--- src/logic/miv_regs.svh ---
/*
 * register offsets, control field positions, reset values and fixed
 * addresses of the maskable interrupt vectoring block.
 * assumes inclusion by bare name from the core, the checker and the bench.
 */
`ifndef MIV_REGS_SVH
`define MIV_REGS_SVH

// register offsets on the plain register port
`define MIV_ADDR_W 4
`define MIV_OFF_CTRL 4'h0
`define MIV_OFF_PAGE 4'h4
`define MIV_OFF_BASE 4'h8
`define MIV_OFF_STAT 4'hc

// control register field positions
`define MIV_CTRL_EN_PRI 0
`define MIV_CTRL_EN_BAK 1
`define MIV_CTRL_MODE_LO 2
`define MIV_CTRL_MODE_HI 3
`define MIV_CTRL_WIDE 4

// reset values
`define MIV_RST_PAGE 8'h00
`define MIV_RST_BASE 16'h0000
`define MIV_RST_MODE 2'h0

// fixed restart address of mode 1
`define MIV_FIXED_RESTART 32'h0000_0038

`endif

--- src/logic/miv_pkg.sv ---
/*
 * types of the maskable interrupt vectoring block.
 * assumes miv_regs.svh sits beside it.
 */
`default_nettype none

package miv_pkg;

  // response mode held by the processor
  typedef enum logic [1:0] {
    MIV_MODE_INJECT = 2'h0,
    MIV_MODE_FIXED = 2'h1,
    MIV_MODE_TABLE8 = 2'h2,
    MIV_MODE_TABLE16 = 2'h3
  } miv_mode_type;

  // acknowledge sequencer states
  typedef enum logic [2:0] {
    MIV_ST_IDLE,
    MIV_ST_ACK,
    MIV_ST_INJECT,
    MIV_ST_PUSH,
    MIV_ST_FETCH
  } miv_state_type;

endpackage

`default_nettype wire

--- src/logic/miv_core.sv ---
/*
 * maskable interrupt response sequencer: request gating, acknowledge
 * transactions, opcode injection, program counter push, vector table
 * fetch and service routine address forming, plus its register port.
 * assumes one 50 mhz clock, a same-clock core that marks instruction
 * boundaries and answers each handshake, and an asynchronous request pin.
 */
// What this block does
// - mode 0: acknowledged byte executed as opcode
// - mode 0: repeat acknowledges for multi-byte opcodes
// - mode 0: no automatic program counter push
// - mode 0: undefined injected opcode takes trap
// - accepting interrupt clears both enable flags
// - mode 1: acknowledge run, data bus ignored
// - mode 1: push pc, restart at 38h
// - mode 2: push pc, load table entry
// - mode 2 address: base, page, 8-bit vector
// - mode 2 entry word or longword, even
// - mode 3: push pc, address base plus vector
// - mode 3 entry word or longword, even
// - primary flag 0 ignores all maskable requests
// - reset clears page and base registers
`timescale 1ns/1ps
`default_nettype none
`include "miv_regs.svh"

module miv_core (
  input wire logic core_clk_i,
  input wire logic rst_n_i,
  // register port
  input wire logic [`MIV_ADDR_W-1:0] reg_addr_i,
  input wire logic [31:0] reg_wdata_i,
  input wire logic reg_wr_i,
  input wire logic reg_rd_i,
  output logic [31:0] reg_rdata_o,
  // request pin and core timing
  input wire logic maskable_request_in,
  input wire logic instr_boundary_i,
  input wire logic [31:0] cur_pc_i,
  // acknowledge transaction
  output logic ack_req_o,
  input wire logic ack_done_i,
  input wire logic [15:0] ack_data_i,
  // injected opcode towards the decoder
  output logic inject_valid_o,
  output logic [7:0] inject_opcode_o,
  input wire logic inject_ready_i,
  input wire logic inject_more_i,
  input wire logic inject_undef_i,
  output logic trap_o,
  // program counter push
  output logic push_req_o,
  output logic [31:0] push_pc_o,
  input wire logic push_done_i,
  // vector table read
  output logic tbl_rd_req_o,
  output logic [31:0] tbl_addr_o,
  output logic tbl_wide_o,
  input wire logic tbl_done_i,
  input wire logic [31:0] tbl_data_i,
  // new program counter
  output logic pc_load_o,
  output logic [31:0] pc_new_o,
  output logic busy_o
);

  ////////////////////////////////////////////////////////////////////
  // request synchroniser

  logic req_meta_ff; // first stage, read only by second stage
  logic req_sync_ff; // second stage, safe to use
  logic nxt_req_meta;
  logic nxt_req_sync;

  // two stage capture of the pin level
  always_comb begin
    nxt_req_meta = maskable_request_in;
    nxt_req_sync = req_meta_ff;
  end

  // register the synchroniser stages
  always_ff @(posedge core_clk_i or negedge rst_n_i) begin
    if (!rst_n_i) begin
      req_meta_ff <= 1'b0;
      req_sync_ff <= 1'b0;
    end else begin
      req_meta_ff <= nxt_req_meta;
      req_sync_ff <= nxt_req_sync;
    end
  end

  ////////////////////////////////////////////////////////////////////
  // sequencer state and datapath registers

  miv_pkg::miv_state_type state_ff; // current sequencer state
  miv_pkg::miv_state_type nxt_state;
  miv_pkg::miv_mode_type act_mode_ff; // mode latched at acceptance
  miv_pkg::miv_mode_type nxt_act_mode;
  logic [15:0] vec_ff; // captured vector
  logic [15:0] nxt_vec;
  logic [7:0] opc_ff; // injected opcode byte
  logic [7:0] nxt_opc;
  logic [31:0] push_pc_ff; // interrupted program counter
  logic [31:0] nxt_push_pc;
  logic [31:0] tbl_addr_ff; // table entry address
  logic [31:0] nxt_tbl_addr;
  logic [31:0] pc_new_ff; // service routine address
  logic [31:0] nxt_pc_new;
  logic pc_load_ff; // one cycle load pulse
  logic nxt_pc_load;
  logic trap_ff; // one cycle trap pulse
  logic nxt_trap;
  logic accept; // interrupt taken this cycle

  ////////////////////////////////////////////////////////////////////
  // software visible registers

  logic int_enable_flag_primary_ff; // primary enable
  logic nxt_int_enable_flag_primary;
  logic int_enable_flag_backup_ff; // backup enable
  logic nxt_int_enable_flag_backup;
  miv_pkg::miv_mode_type mode_ff; // selected response mode
  miv_pkg::miv_mode_type nxt_mode;
  logic wide_ff; // wide address mode
  logic nxt_wide;
  logic [7:0] page_ff; // vector page
  logic [7:0] nxt_page;
  logic [15:0] base_ff; // upper vector base
  logic [15:0] nxt_base;
  logic [31:0] rdata_ff; // read data, one cycle after strobe
  logic [31:0] nxt_rdata;

  // gate: boundary, synced request and primary flag
  assign accept = (state_ff == miv_pkg::MIV_ST_IDLE) && instr_boundary_i
                  && req_sync_ff && int_enable_flag_primary_ff;

  // register writes, acceptance clear and read mux
  always_comb begin
    nxt_int_enable_flag_primary = int_enable_flag_primary_ff;
    nxt_int_enable_flag_backup = int_enable_flag_backup_ff;
    nxt_mode = mode_ff;
    nxt_wide = wide_ff;
    nxt_page = page_ff;
    nxt_base = base_ff;
    nxt_rdata = 32'h0000_0000;
    if (reg_wr_i) begin
      unique case (reg_addr_i)
        `MIV_OFF_CTRL: begin
          nxt_int_enable_flag_primary = reg_wdata_i[`MIV_CTRL_EN_PRI];
          nxt_int_enable_flag_backup = reg_wdata_i[`MIV_CTRL_EN_BAK];
          nxt_mode = miv_pkg::miv_mode_type'(reg_wdata_i[`MIV_CTRL_MODE_HI:`MIV_CTRL_MODE_LO]);
          nxt_wide = reg_wdata_i[`MIV_CTRL_WIDE];
        end
        `MIV_OFF_PAGE: begin
          nxt_page = reg_wdata_i[7:0];
        end
        `MIV_OFF_BASE: begin
          nxt_base = reg_wdata_i[15:0];
        end
        default: begin
          // status and unmapped writes ignored
        end
      endcase
    end
    // acceptance clears both flags, over a same-cycle write
    if (accept) begin
      nxt_int_enable_flag_primary = 1'b0;
      nxt_int_enable_flag_backup = 1'b0;
    end
    if (reg_rd_i) begin
      unique case (reg_addr_i)
        `MIV_OFF_CTRL: begin
          nxt_rdata = {27'h0000000, wide_ff, mode_ff, int_enable_flag_backup_ff, int_enable_flag_primary_ff};
        end
        `MIV_OFF_PAGE: begin
          nxt_rdata = {24'h000000, page_ff};
        end
        `MIV_OFF_BASE: begin
          nxt_rdata = {16'h0000, base_ff};
        end
        `MIV_OFF_STAT: begin
          nxt_rdata = {vec_ff, 8'h00, req_sync_ff, 4'h0, state_ff};
        end
        default: begin
          nxt_rdata = 32'h0000_0000; // unmapped reads zero
        end
      endcase
    end
  end

  // register file flops, reset clears page and base
  always_ff @(posedge core_clk_i or negedge rst_n_i) begin
    if (!rst_n_i) begin
      int_enable_flag_primary_ff <= 1'b0;
      int_enable_flag_backup_ff <= 1'b0;
      mode_ff <= miv_pkg::miv_mode_type'(`MIV_RST_MODE);
      wide_ff <= 1'b0;
      page_ff <= `MIV_RST_PAGE;
      base_ff <= `MIV_RST_BASE;
      rdata_ff <= 32'h0000_0000;
    end else begin
      int_enable_flag_primary_ff <= nxt_int_enable_flag_primary;
      int_enable_flag_backup_ff <= nxt_int_enable_flag_backup;
      mode_ff <= nxt_mode;
      wide_ff <= nxt_wide;
      page_ff <= nxt_page;
      base_ff <= nxt_base;
      rdata_ff <= nxt_rdata;
    end
  end

  ////////////////////////////////////////////////////////////////////
  // acknowledge sequencer

  // next state and datapath of the response sequence
  always_comb begin
    nxt_state = state_ff;
    nxt_act_mode = act_mode_ff;
    nxt_vec = vec_ff;
    nxt_opc = opc_ff;
    nxt_push_pc = push_pc_ff;
    nxt_tbl_addr = tbl_addr_ff;
    nxt_pc_new = pc_new_ff;
    nxt_pc_load = 1'b0;
    nxt_trap = 1'b0;
    unique case (state_ff)
      miv_pkg::MIV_ST_IDLE: begin
        if (accept) begin
          nxt_act_mode = mode_ff;
          nxt_push_pc = cur_pc_i;
          nxt_state = miv_pkg::MIV_ST_ACK;
        end
      end
      miv_pkg::MIV_ST_ACK: begin
        // wait for the peripheral to end the acknowledge
        if (ack_done_i) begin
          unique case (act_mode_ff)
            miv_pkg::MIV_MODE_INJECT: begin
              nxt_opc = ack_data_i[7:0];
              nxt_state = miv_pkg::MIV_ST_INJECT;
            end
            miv_pkg::MIV_MODE_FIXED: begin
              nxt_state = miv_pkg::MIV_ST_PUSH;
            end
            miv_pkg::MIV_MODE_TABLE8: begin
              nxt_vec = {8'h00, ack_data_i[7:0]};
              nxt_tbl_addr = {base_ff, page_ff, ack_data_i[7:1], 1'b0};
              nxt_state = miv_pkg::MIV_ST_PUSH;
            end
            miv_pkg::MIV_MODE_TABLE16: begin
              nxt_vec = ack_data_i;
              nxt_tbl_addr = {base_ff, ack_data_i[15:1], 1'b0};
              nxt_state = miv_pkg::MIV_ST_PUSH;
            end
          endcase
        end
      end
      miv_pkg::MIV_ST_INJECT: begin
        // decoder takes the byte and reports its fate
        if (inject_ready_i) begin
          if (inject_undef_i) begin
            nxt_trap = 1'b1;
            nxt_state = miv_pkg::MIV_ST_IDLE;
          end else if (inject_more_i) begin
            nxt_state = miv_pkg::MIV_ST_ACK;
          end else begin
            nxt_state = miv_pkg::MIV_ST_IDLE;
          end
        end
      end
      miv_pkg::MIV_ST_PUSH: begin
        // push the interrupted program counter first
        if (push_done_i) begin
          if (act_mode_ff == miv_pkg::MIV_MODE_FIXED) begin
            nxt_pc_new = `MIV_FIXED_RESTART;
            nxt_pc_load = 1'b1;
            nxt_state = miv_pkg::MIV_ST_IDLE;
          end else begin
            nxt_state = miv_pkg::MIV_ST_FETCH;
          end
        end
      end
      miv_pkg::MIV_ST_FETCH: begin
        // word in narrow mode, longword in wide mode
        if (tbl_done_i) begin
          nxt_pc_new = wide_ff ? tbl_data_i : {16'h0000, tbl_data_i[15:0]};
          nxt_pc_load = 1'b1;
          nxt_state = miv_pkg::MIV_ST_IDLE;
        end
      end
      default: begin
        nxt_state = miv_pkg::MIV_ST_IDLE; // illegal codes recover
      end
    endcase
  end

  // sequencer flops
  always_ff @(posedge core_clk_i or negedge rst_n_i) begin
    if (!rst_n_i) begin
      state_ff <= miv_pkg::MIV_ST_IDLE;
      act_mode_ff <= miv_pkg::MIV_MODE_INJECT;
      vec_ff <= 16'h0000;
      opc_ff <= 8'h00;
      push_pc_ff <= 32'h0000_0000;
      tbl_addr_ff <= 32'h0000_0000;
      pc_new_ff <= 32'h0000_0000;
      pc_load_ff <= 1'b0;
      trap_ff <= 1'b0;
    end else begin
      state_ff <= nxt_state;
      act_mode_ff <= nxt_act_mode;
      vec_ff <= nxt_vec;
      opc_ff <= nxt_opc;
      push_pc_ff <= nxt_push_pc;
      tbl_addr_ff <= nxt_tbl_addr;
      pc_new_ff <= nxt_pc_new;
      pc_load_ff <= nxt_pc_load;
      trap_ff <= nxt_trap;
    end
  end

  ////////////////////////////////////////////////////////////////////
  // outputs

  // handshakes from state, data from flops
  assign ack_req_o = (state_ff == miv_pkg::MIV_ST_ACK);
  assign inject_valid_o = (state_ff == miv_pkg::MIV_ST_INJECT);
  assign inject_opcode_o = opc_ff;
  assign push_req_o = (state_ff == miv_pkg::MIV_ST_PUSH);
  assign push_pc_o = push_pc_ff;
  assign tbl_rd_req_o = (state_ff == miv_pkg::MIV_ST_FETCH);
  assign tbl_addr_o = tbl_addr_ff;
  assign tbl_wide_o = wide_ff;
  assign pc_load_o = pc_load_ff;
  assign pc_new_o = pc_new_ff;
  assign trap_o = trap_ff;
  assign busy_o = (state_ff != miv_pkg::MIV_ST_IDLE);
  assign reg_rdata_o = rdata_ff;

endmodule

`default_nettype wire

--- config.mk ---
export PLATFORM = sky130hd
export DESIGN_NAME = miv_core
export DESIGN_NICKNAME = d
export VERILOG_FILES = /design/src/logic/miv_pkg.sv /design/src/logic/miv_core.sv
export VERILOG_INCLUDE_DIRS = /design/src /design/src/logic
export SDC_FILE = /design/constraint.sdc
export NUM_CORES = 1
export LEC_CHECK = 0
export BUFFER_PORTS_ARGS = -buffer_cell sky130_fd_sc_hd__buf_2
export CAP_MARGIN = 15
export CORE_MARGIN = 2
export CORE_UTILIZATION = 35
export CTS_BUF_LIST = sky130_fd_sc_hd__clkbuf_8
export DETAILED_ROUTE_END_ITERATION = 10
export GPL_ROUTABILITY_DRIVEN = 0
export GPL_TIMING_DRIVEN = 1
export REMOVE_ABC_BUFFERS = 1
export SYNTH_ARGS = -nofsm -noshare
export SYNTH_HDL_FRONTEND = slang
export SYNTH_SLANG_ARGS = --single-unit
--- constraint.sdc ---
create_clock -name core_clk_i -period 2.74 [get_ports core_clk_i]
set_input_delay 0.274 -clock core_clk_i [delete_from_list [all_inputs] [get_ports core_clk_i]]
set_output_delay 0.274 -clock core_clk_i [all_outputs]
set_load 0.005 [all_outputs]
# Yosys cells after proc, flatten, opt, wreduce, memory -nomap -nowiden
# Index checks and enable logic that the tools add are counted.
# classes
reduce_logical,21
n_eq_ne,16
mux,32
# ops
op,count
$mux W32,5
$pmux W32 S2,2
$pmux W32 S4,1
$pmux W16 S2,1
$mux W3,6
$pmux W3 S5,1
$mux W1,14
$ne A2 B1 Y1 const B,5
$reduce_and A2 Y1,5
$eq A4 B4 Y1 const B,2
$reduce_bool A2 Y1,4
$eq A3 B2 Y1 const B,2
$pmux W3 S2,1
$reduce_and A3 Y1,2
$reduce_and A5 Y1,1
$eq A2 B2 Y1 const B,2
$eq A4 B3 Y1 const B,1
$logic_not A4 Y1,1
$reduce_and A4 Y1,1
$eq A3 B1 Y1 const B,1
$eq A3 B3 Y1 const B,1
$logic_and A1 B1 Y1,3
$logic_not A3 Y1,1
$reduce_bool A3 Y1,1
5 further kinds,5
# totals
register_bits,190
output_inout_bits,144
input_bits,128
word_cells,87

# Longest topological paths before layout
# Gate-level depths: netlist (run 1).
# logic_depth
depth_word,6
ltp_mapped,7
mapped_depth_nobuf,5

# Worst setup path before layout (run 1)
# No wires, ideal clock.
# synth_path
path_type,reg2reg
start,reg state_ff[1]
end,reg push_pc_ff[10] (netlist: push_pc_o[10])
setup_ns,0.125
n_path_buf,3
arrival_ns,1.622
stages_incl_launch_ff,7
path_slack_ns,0.993
path_cell_list,dfrtp_1 buf_6 or3_4 nor2b_2 buf_6 buf_12 mux2_4
# synth_between
elab_chain_len,5
# synth_rtl
item,line_no,rtl
from (decl),miv_core.sv:95,miv_pkg::miv_state_type state_ff;
from (signal assigned),miv_core.sv:300,state_ff <= miv_pkg::MIV_ST_IDLE;
from (signal assigned),miv_core.sv:310,state_ff <= nxt_state;
$logic_not A3 Y1 *,"miv_core.sv:134, miv_core.sv:226",
$logic_and A1 B1 Y1,miv_core.sv:134,assign accept = (state_ff == miv_pkg::MIV_ST_IDLE) && instr_boundary_i
$logic_and A1 B1 Y1 (2 in series),miv_core.sv:135,&& req_sync_ff && int_enable_flag_primary_ff;
$reduce_and A2 Y1 (no line) *,n/a,
to (signal assigned),miv_core.sv:314,push_pc_ff <= nxt_push_pc;
to (decl),miv_core.sv:103,logic [31:0] push_pc_ff;
# Mark *: on every way between the ends. The rest lies on a longest branch, timed or not.
# A chain may end at the register's enable or synchronous reset.

# Worst setup path after layout (run 1)
# layout_path
start,reg state_ff[0]
end,reg tbl_addr_ff[19] (netlist: tbl_addr_o[19])
# layout_between
elab_chain_len,2
# layout_rtl
item,line_no,rtl
$eq A3 B1 Y1,miv_core.sv:226,unique case (state_ff)
$reduce_and A3 Y1 (no line),n/a,
to (signal assigned),miv_core.sv:315,tbl_addr_ff <= nxt_tbl_addr;
to (decl),miv_core.sv:105,logic [31:0] tbl_addr_ff;
# No other way between the ends.

==> results of run 1 <==
==> stage by stage <==
step | utilization | instances | power (mW) | hold WS (ns)
after floorplan | - | 480 | 5.22 | -0.0216
after global placement | 0.430 | 1016 | 6.35 | 0.325
after detailed placement | 0.430 | 1016 | 6.40 | 0.332
after CTS | 0.455 | 1050 | 8.64 | 0.00118
after global routing | 0.455 | 1051 | 9.06 | 0.000384
final | 0.455 | 1051 | 8.48 | 0.0436
==> worst paths after layout <==
path	start	endpoint	slack (ns)	depth (start not counted)
setup / recovery	state_ff[0]$_DFFE_PN0P_	tbl_addr_o[19]$_DFFE_PN0P_	0.80	4
hold / removal	tbl_data_i[20]	pc_new_o[20]$_DFFE_PN0P_	0.04	3
setup reg to reg	state_ff[0]$_DFFE_PN0P_	tbl_addr_o[19]$_DFFE_PN0P_	0.80	4
hold reg to reg	nxt_req_sync$_DFF_PN0_	req_sync_ff$_DFF_PN0_	0.36	0
max in group asynchronous	rst_n_i	tbl_addr_o[29]$_DFFE_PN0P_	1.59	3
min in group asynchronous	rst_n_i	inject_opcode_o[0]$_DFFE_PN0P_	0.41	2
==> synthesized netlist by cell type, types with 4 or more instances <==
library cell / n
nor2_1: 15
a22o_1: 13
nand3_1: 16
mux2_2: 54
mux2i_1: 13
o21ai_0: 17
nand2_1: 64
buf_6: 4
and2_1: 25
a22oi_1: 4
buf_2: 10
dfrtp_1: 182
mux2_1: 14
and3_1: 5
clkbuf_1: 7
mux2_4: 26
buf_4: 11
==> power breakdown <==
| part | internal (mW) | switching [mW] | total [mW] |
|---|---|---|---|
| Clock | 1.23 | 0.952 | 2.18 |
| Sequential | 3.48 | 0.504 | 3.98 |
| Combinational | 1.35 | 0.962 | 2.31 |
==> logic make-up (layout without fill, tap and decap cells) <==
logic type             count (synthesis)  count (layout)
DFF                                  182             182
other                                  1               2
muxes                                110             110
buffers and inverters                 39             303
AOI/OAI and AO/OA                     43              43
and+or+nand+nor                      141             141
==> cell type report <==
class                   count  area, sq um  share of cell area
clock inverters            12          225              0.0244
flip-flops and latches    182         4550               0.494
inverters                   3         11.3             0.00122
well taps                 270          338              0.0367
diodes                      1         2.50            0.000272
clock buffers              19          262              0.0284
repair buffers            269         1430               0.155
multi-input cells         295         2390               0.260
==> state kept, by name, indices dropped and copies added, names as in the netlist <==
signal / cells
req_sync_ff: 1
base_ff: 16
pc_new_o: 32
page_ff: 8
nxt_req_sync: 1
trap_o: 1
inject_opcode_o: 8
reg_rdata_o: 32
tbl_wide_o: 1
int_enable_flag_primary_ff: 1
act_mode_ff: 2
mode_ff: 2
push_pc_o: 32
vec_ff: 16
int_enable_flag_backup_ff: 1
state_ff: 3
tbl_addr_o: 24
pc_load_o: 1
==> worst reg2reg max path, cell delays in order, from the launching register on <==
cell and delay [ns]:
dfrtp_1 0.55, and4bb_2 0.35, nand2_2 0.28, buf_12 0.28
mux2_2 0.37
==> routing by layer <==
metal | vias to the layer above | part of all wire
met5 | - | 0
met4 | 0 | 0.013
met3 | 11 | 0.070
met2 | 169 | 0.47
met1 | 2313 | 0.45
li1 | 2266 | -
==> cell usage in the layout, fill, tap and decap left out, drive strengths merged, types with 4 or more instances in the layout <==
cell / instances
a22o: 13
a22oi: 4
and2: 25
and3: 6
buf: 265
bufinv: 6
clkbuf: 20
dfrtp: 182
inv: 7
mux2: 94
mux2i: 13
nand2: 64
nand3: 17
nor2: 15
o21ai: 17
==> impl_metrics.yaml, run 1 <==
clock_network:
  ctsResizeCount: 0
  root_buffer: "clkbuf_8"
  cts_max_level: 4
  cts_setup_buffers: 0
  cts_inserted_buffers: 17
  clkLatencyLatePin_ns: 0.45
  ctsHoldBuffers: 3
  clockBufferDepth: 2
  cts_tree: "yes"
  clkTransAtPathRegs_ns: 0.10
  cts.sinks: 182
worst_setup_path:
  criticalPathCategory: "reg2reg"
  critical_path_required_ns: 3.07
  critical-path-top-delay-family: "simple AND/OR/NAND/NOR gates"
  slowest_delay_ns: 0.55
  cp_num_buf_inv: 1
  cp.arrival_ns: 2.28
  path_cells: "and4bb_2 > nand2_2 > buf_12 > mux2_2"
  cp_slowest_cell: "dfrtp_1"
  critical_path.startpoint_type: "flip-flop"
  worstPathMaxFanout: 47
  endpoint_kind: "flip-flop"
drt:
  ant_nets: 0
  drt-wirelength-per-cell_um: 15.9
  drt_iter0_markers: 144
  dr.pass1.iters: 4
  vias: 4759
  drc: 0
  routed_wl_um: 16700
  viasPerCell: 4.53
synth:
  synth_top_family_by_area: "multiplexers"
  synthAdderAreaFrac: 0
  ys_ff_latch: 182
  synth_edf_count: 0
  syn_area_sq_um: 7220
  yosysSeqAreaShare: 0.631
  ys_async_sr_fraction: 1.00
  yosysTopAreaCell: "dfrtp_1"
  synth_compound_area_frac: 0.0428
  syn_inst: 516
  syn_avg_cell_area_sq_um: 14.0
  synthDistinctLibCells: 44
  synthTopCellsByArea: "dfrtp_1 63%, mux2_2 8.4%, mux2_4 5.4%"
  synth-simple-area-share: 0.0991
  yosys_warnings: 0
  synthMuxAreaShare: 0.188
  yosys.area_share.xor_xnor: 0
  synth.top_cell.area_share: 0.631
  synth_top_flop_cell: "dfrtp_1"
die:
  die_area_sq_um: 21800
  row_count: 52
  die_height_um: 148
  pin_count: 272
  start_util: 0.357
  die_w_um: 148
  core-area_sq_um: 20200
power:
  p_per_area_nw_per_um2: 920
  ir_drop_v: 0.000344
  power.leakage_nw: 4.85
global_routing:
  antenna_found_initial: 2
  grt_pass1_wl_um: 26700
  grt_pass1_vias: 4931
  grt_overflow_total: 0
  grtUsageMet3: 0.0537
  grt_use_met2: 0.249
  busiest_layer: "met2"
  grt_max_degree: 73
  use_met1: 0.207
  grtUsageTotal: 0.158
placed_design:
  numPortBuffers: 254
  post-place-ws_ns: 0.777
  hpwl_um: 12100
  post_dp_cell_area_sq_um: 8690
timing:
  hold_violations: 0
  tns_ns: 0
  slew_headroom: 0.601
  fin_crit_ns: 1.94
  grt_setup_unrepaired: "no"
  worst_pin_slew_ns: 0.598
  period_share: 0.710
  drv_slew: 0
  setup_violations: 0
  worst_slack_ns: 0.796
  fmax_mhz: 514
  fin_worst_skew_ns: 0.0162
cells_and_area:
  syn_to_final_growth_pct: 27.6
  fin_area_sq_um: 9210
  nets: 896
  fillCellCount: 1920
  layout-drive-gt1-share: 0.499
worst_hold_path:
  hold_path_class: "in2reg"
outcome:
  status: "completed"
run:
  cap_violations: 0
Note: power is estimated with default switching activity, not from simulation.
==> run 2, diff against run 1 <==
==> constraint.sdc (replaced) <==
create_clock -name core_clk_i -period 2.05 [get_ports core_clk_i]
set_input_delay 0.205 -clock core_clk_i [delete_from_list [all_inputs] [get_ports core_clk_i]]
set_output_delay 0.205 -clock core_clk_i [all_outputs]
set_load 0.005 [all_outputs]
==> run 2 against run 1 <==
Setup slack worse by 0.57 ns. Register-to-register slack worse by 0.53 ns. Largest cell class unchanged. Clock power up 12%.
==> impl_metrics.yaml, run 2 (synthesized netlist as in run 1, its figures left out) <==
timing:
  worst_pin_slew_ns: 0.524
  drv_slew: 0
  fin_crit_ns: 1.82
  setup_violations: 0
  grt_setup_unrepaired: "no"
  fin_worst_skew_ns: 0.0167
  fmax_mhz: 548
  slew_headroom: 0.651
  hold_violations: 0
  fin_hold_ws_ns: 0.0370
  period_share: 0.890
drt:
  drc: 0
  routed_wl_um: 18300
  dr.pass1.iters: 5
  viasPerCell: 4.49
  drt-wirelength-per-cell_um: 15.8
  vias: 5192
  ant_nets: 0
  drt_iter0_markers: 162
power:
  ir_drop_v: 0.000485
  power.leakage_nw: 5.27
  p_per_area_nw_per_um2: 1110
die:
  pin_count: 272
  row_count: 52
  die_area_sq_um: 21800
  start_util: 0.357
  core-area_sq_um: 20200
  die_w_um: 148
  die_height_um: 148
global_routing:
  antenna_found_initial: 1
  grt_max_degree: 60
  grt_pass1_wl_um: 29600
  grt_overflow_total: 0
  grtUsageTotal: 0.174
  grt_pass1_vias: 5548
clock_network:
  clkLatencyLatePin_ns: 0.46
  cts_setup_buffers: 0
  cts_tree: "yes"
  root_buffer: "clkbuf_8"
  cts.sinks: 182
  cts_max_level: 4
  clockBufferDepth: 2
  cts_inserted_buffers: 17
  clkTransAtPathRegs_ns: 0.09
cells_and_area:
  finalNonFillerCells: 1157
  final_cell_mix: "253 x buf_2, 182 x dfrtp_1, 100 x dlygate4sd3_1, 63 x nand2_1, 54 x mux2_2"
  layout-drive-gt1-share: 0.449
  mostFrequentLayoutCell: "buf_2"
  syn_to_final_growth_pct: 41.5
  final_core_util: 0.505
  nets: 1001
  fin_area_sq_um: 10200
worst_setup_path:
  cp.arrival_ns: 1.62
  critical_path_required_ns: 1.85
  critical_path.startpoint_type: "flip-flop"
  worstPathMaxFanout: 8
  criticalPathCategory: "reg2out"
  endpoint_kind: "output pin"
worst_hold_path:
  hold_path_class: "in2reg"
placed_design:
  post_dp_cell_area_sq_um: 8810
  hpwl_um: 12100
  dp.cells: 1024
  numPortBuffers: 254
outcome:
  status: "completed"
run:
  cap_violations: 0
==> run 2: per-stage QoR <==
step / power, mW / TNS (ns) / setup WS (ns)
5_1_grt: 12.2 / 0 / 0.0737
4_1_cts: 11.5 / 0 / 0.181
2_1_floorplan: 6.98 / -32.93 / -0.749
3_5_place_dp: 8.87 / 0 / 0.264
3_3_place_gp: 8.79 / 0 / 0.280
6_report: 11.4 / 0 / 0.226
==> run 2: layout make-up <==
| class | instances | area, sq um |
|---|---|---|
| flip-flops and latches | 182 | 4550 |
| fillers | 1810 | 10000 |
| well taps | 270 | 338 |
| inverters | 3 | 11.3 |
| diodes | 1 | 2.50 |
| multi-input cells | 295 | 2390 |
| repair buffers | 374 | 2520 |
| clock inverters | 14 | 151 |
| clock buffers | 18 | 248 |
==> run 2: report_power, final <==
| group | internal (mW) | switching [mW] | total (mW) |
|---|---|---|---|
| Clock | 1.13 | 1.32 | 2.45 |
| Combinational | 2.09 | 1.46 | 3.55 |
| Sequential | 4.71 | 0.687 | 5.39 |
| Total | 7.92 | 3.47 | 11.4 |
==> run 2: metal layers <==
metal / routed length (um) / GRT usage / share of wire
met1: 7920 / 0.222 / 0.43
met2: 8970 / 0.287 / 0.49
met3: 1090 / 0.0537 / 0.060
met4: 347 / 0.0534 / 0.019
met5: 0 / 0 / 0
==> run 2: repair_timing <==
item | 4_1_cts | 5_1_grt
endpoints found under the hold margin | 171 | 0
resized for setup | 0 | 0
hold buffers | 100 | 0
==> run 2: final timing paths <==
| kind | from | to | slack [ns] | cells past startpoint |
|---|---|---|---|---|
| worst max-delay path | state_ff[0]$_DFFE_PN0P_ | inject_valid_o | 0.23 | 3 |
| worst min-delay path | reg_wdata_i[1] | page_ff[1]$_DFFE_PN0P_ | 0.04 | 2 |
| worst max register to register | state_ff[0]$_DFFE_PN0P_ | trap_o$_DFF_PN0_ | 0.27 | 4 |
| worst min register to register | nxt_req_sync$_DFF_PN0_ | req_sync_ff$_DFF_PN0_ | 0.37 | 0 |
| max in group asynchronous | rst_n_i | pc_new_o[8]$_DFFE_PN0P_ | 1.16 | 3 |
| min in group asynchronous | rst_n_i | inject_opcode_o[4]$_DFFE_PN0P_ | 0.30 | 2 |
==> run 2: critical path, cell delays in order (launching register included) <==
cell	delay [ns]
dfrtp_1	0.47
buf_4	0.20
nor3b_1	0.31
buf_2	0.19
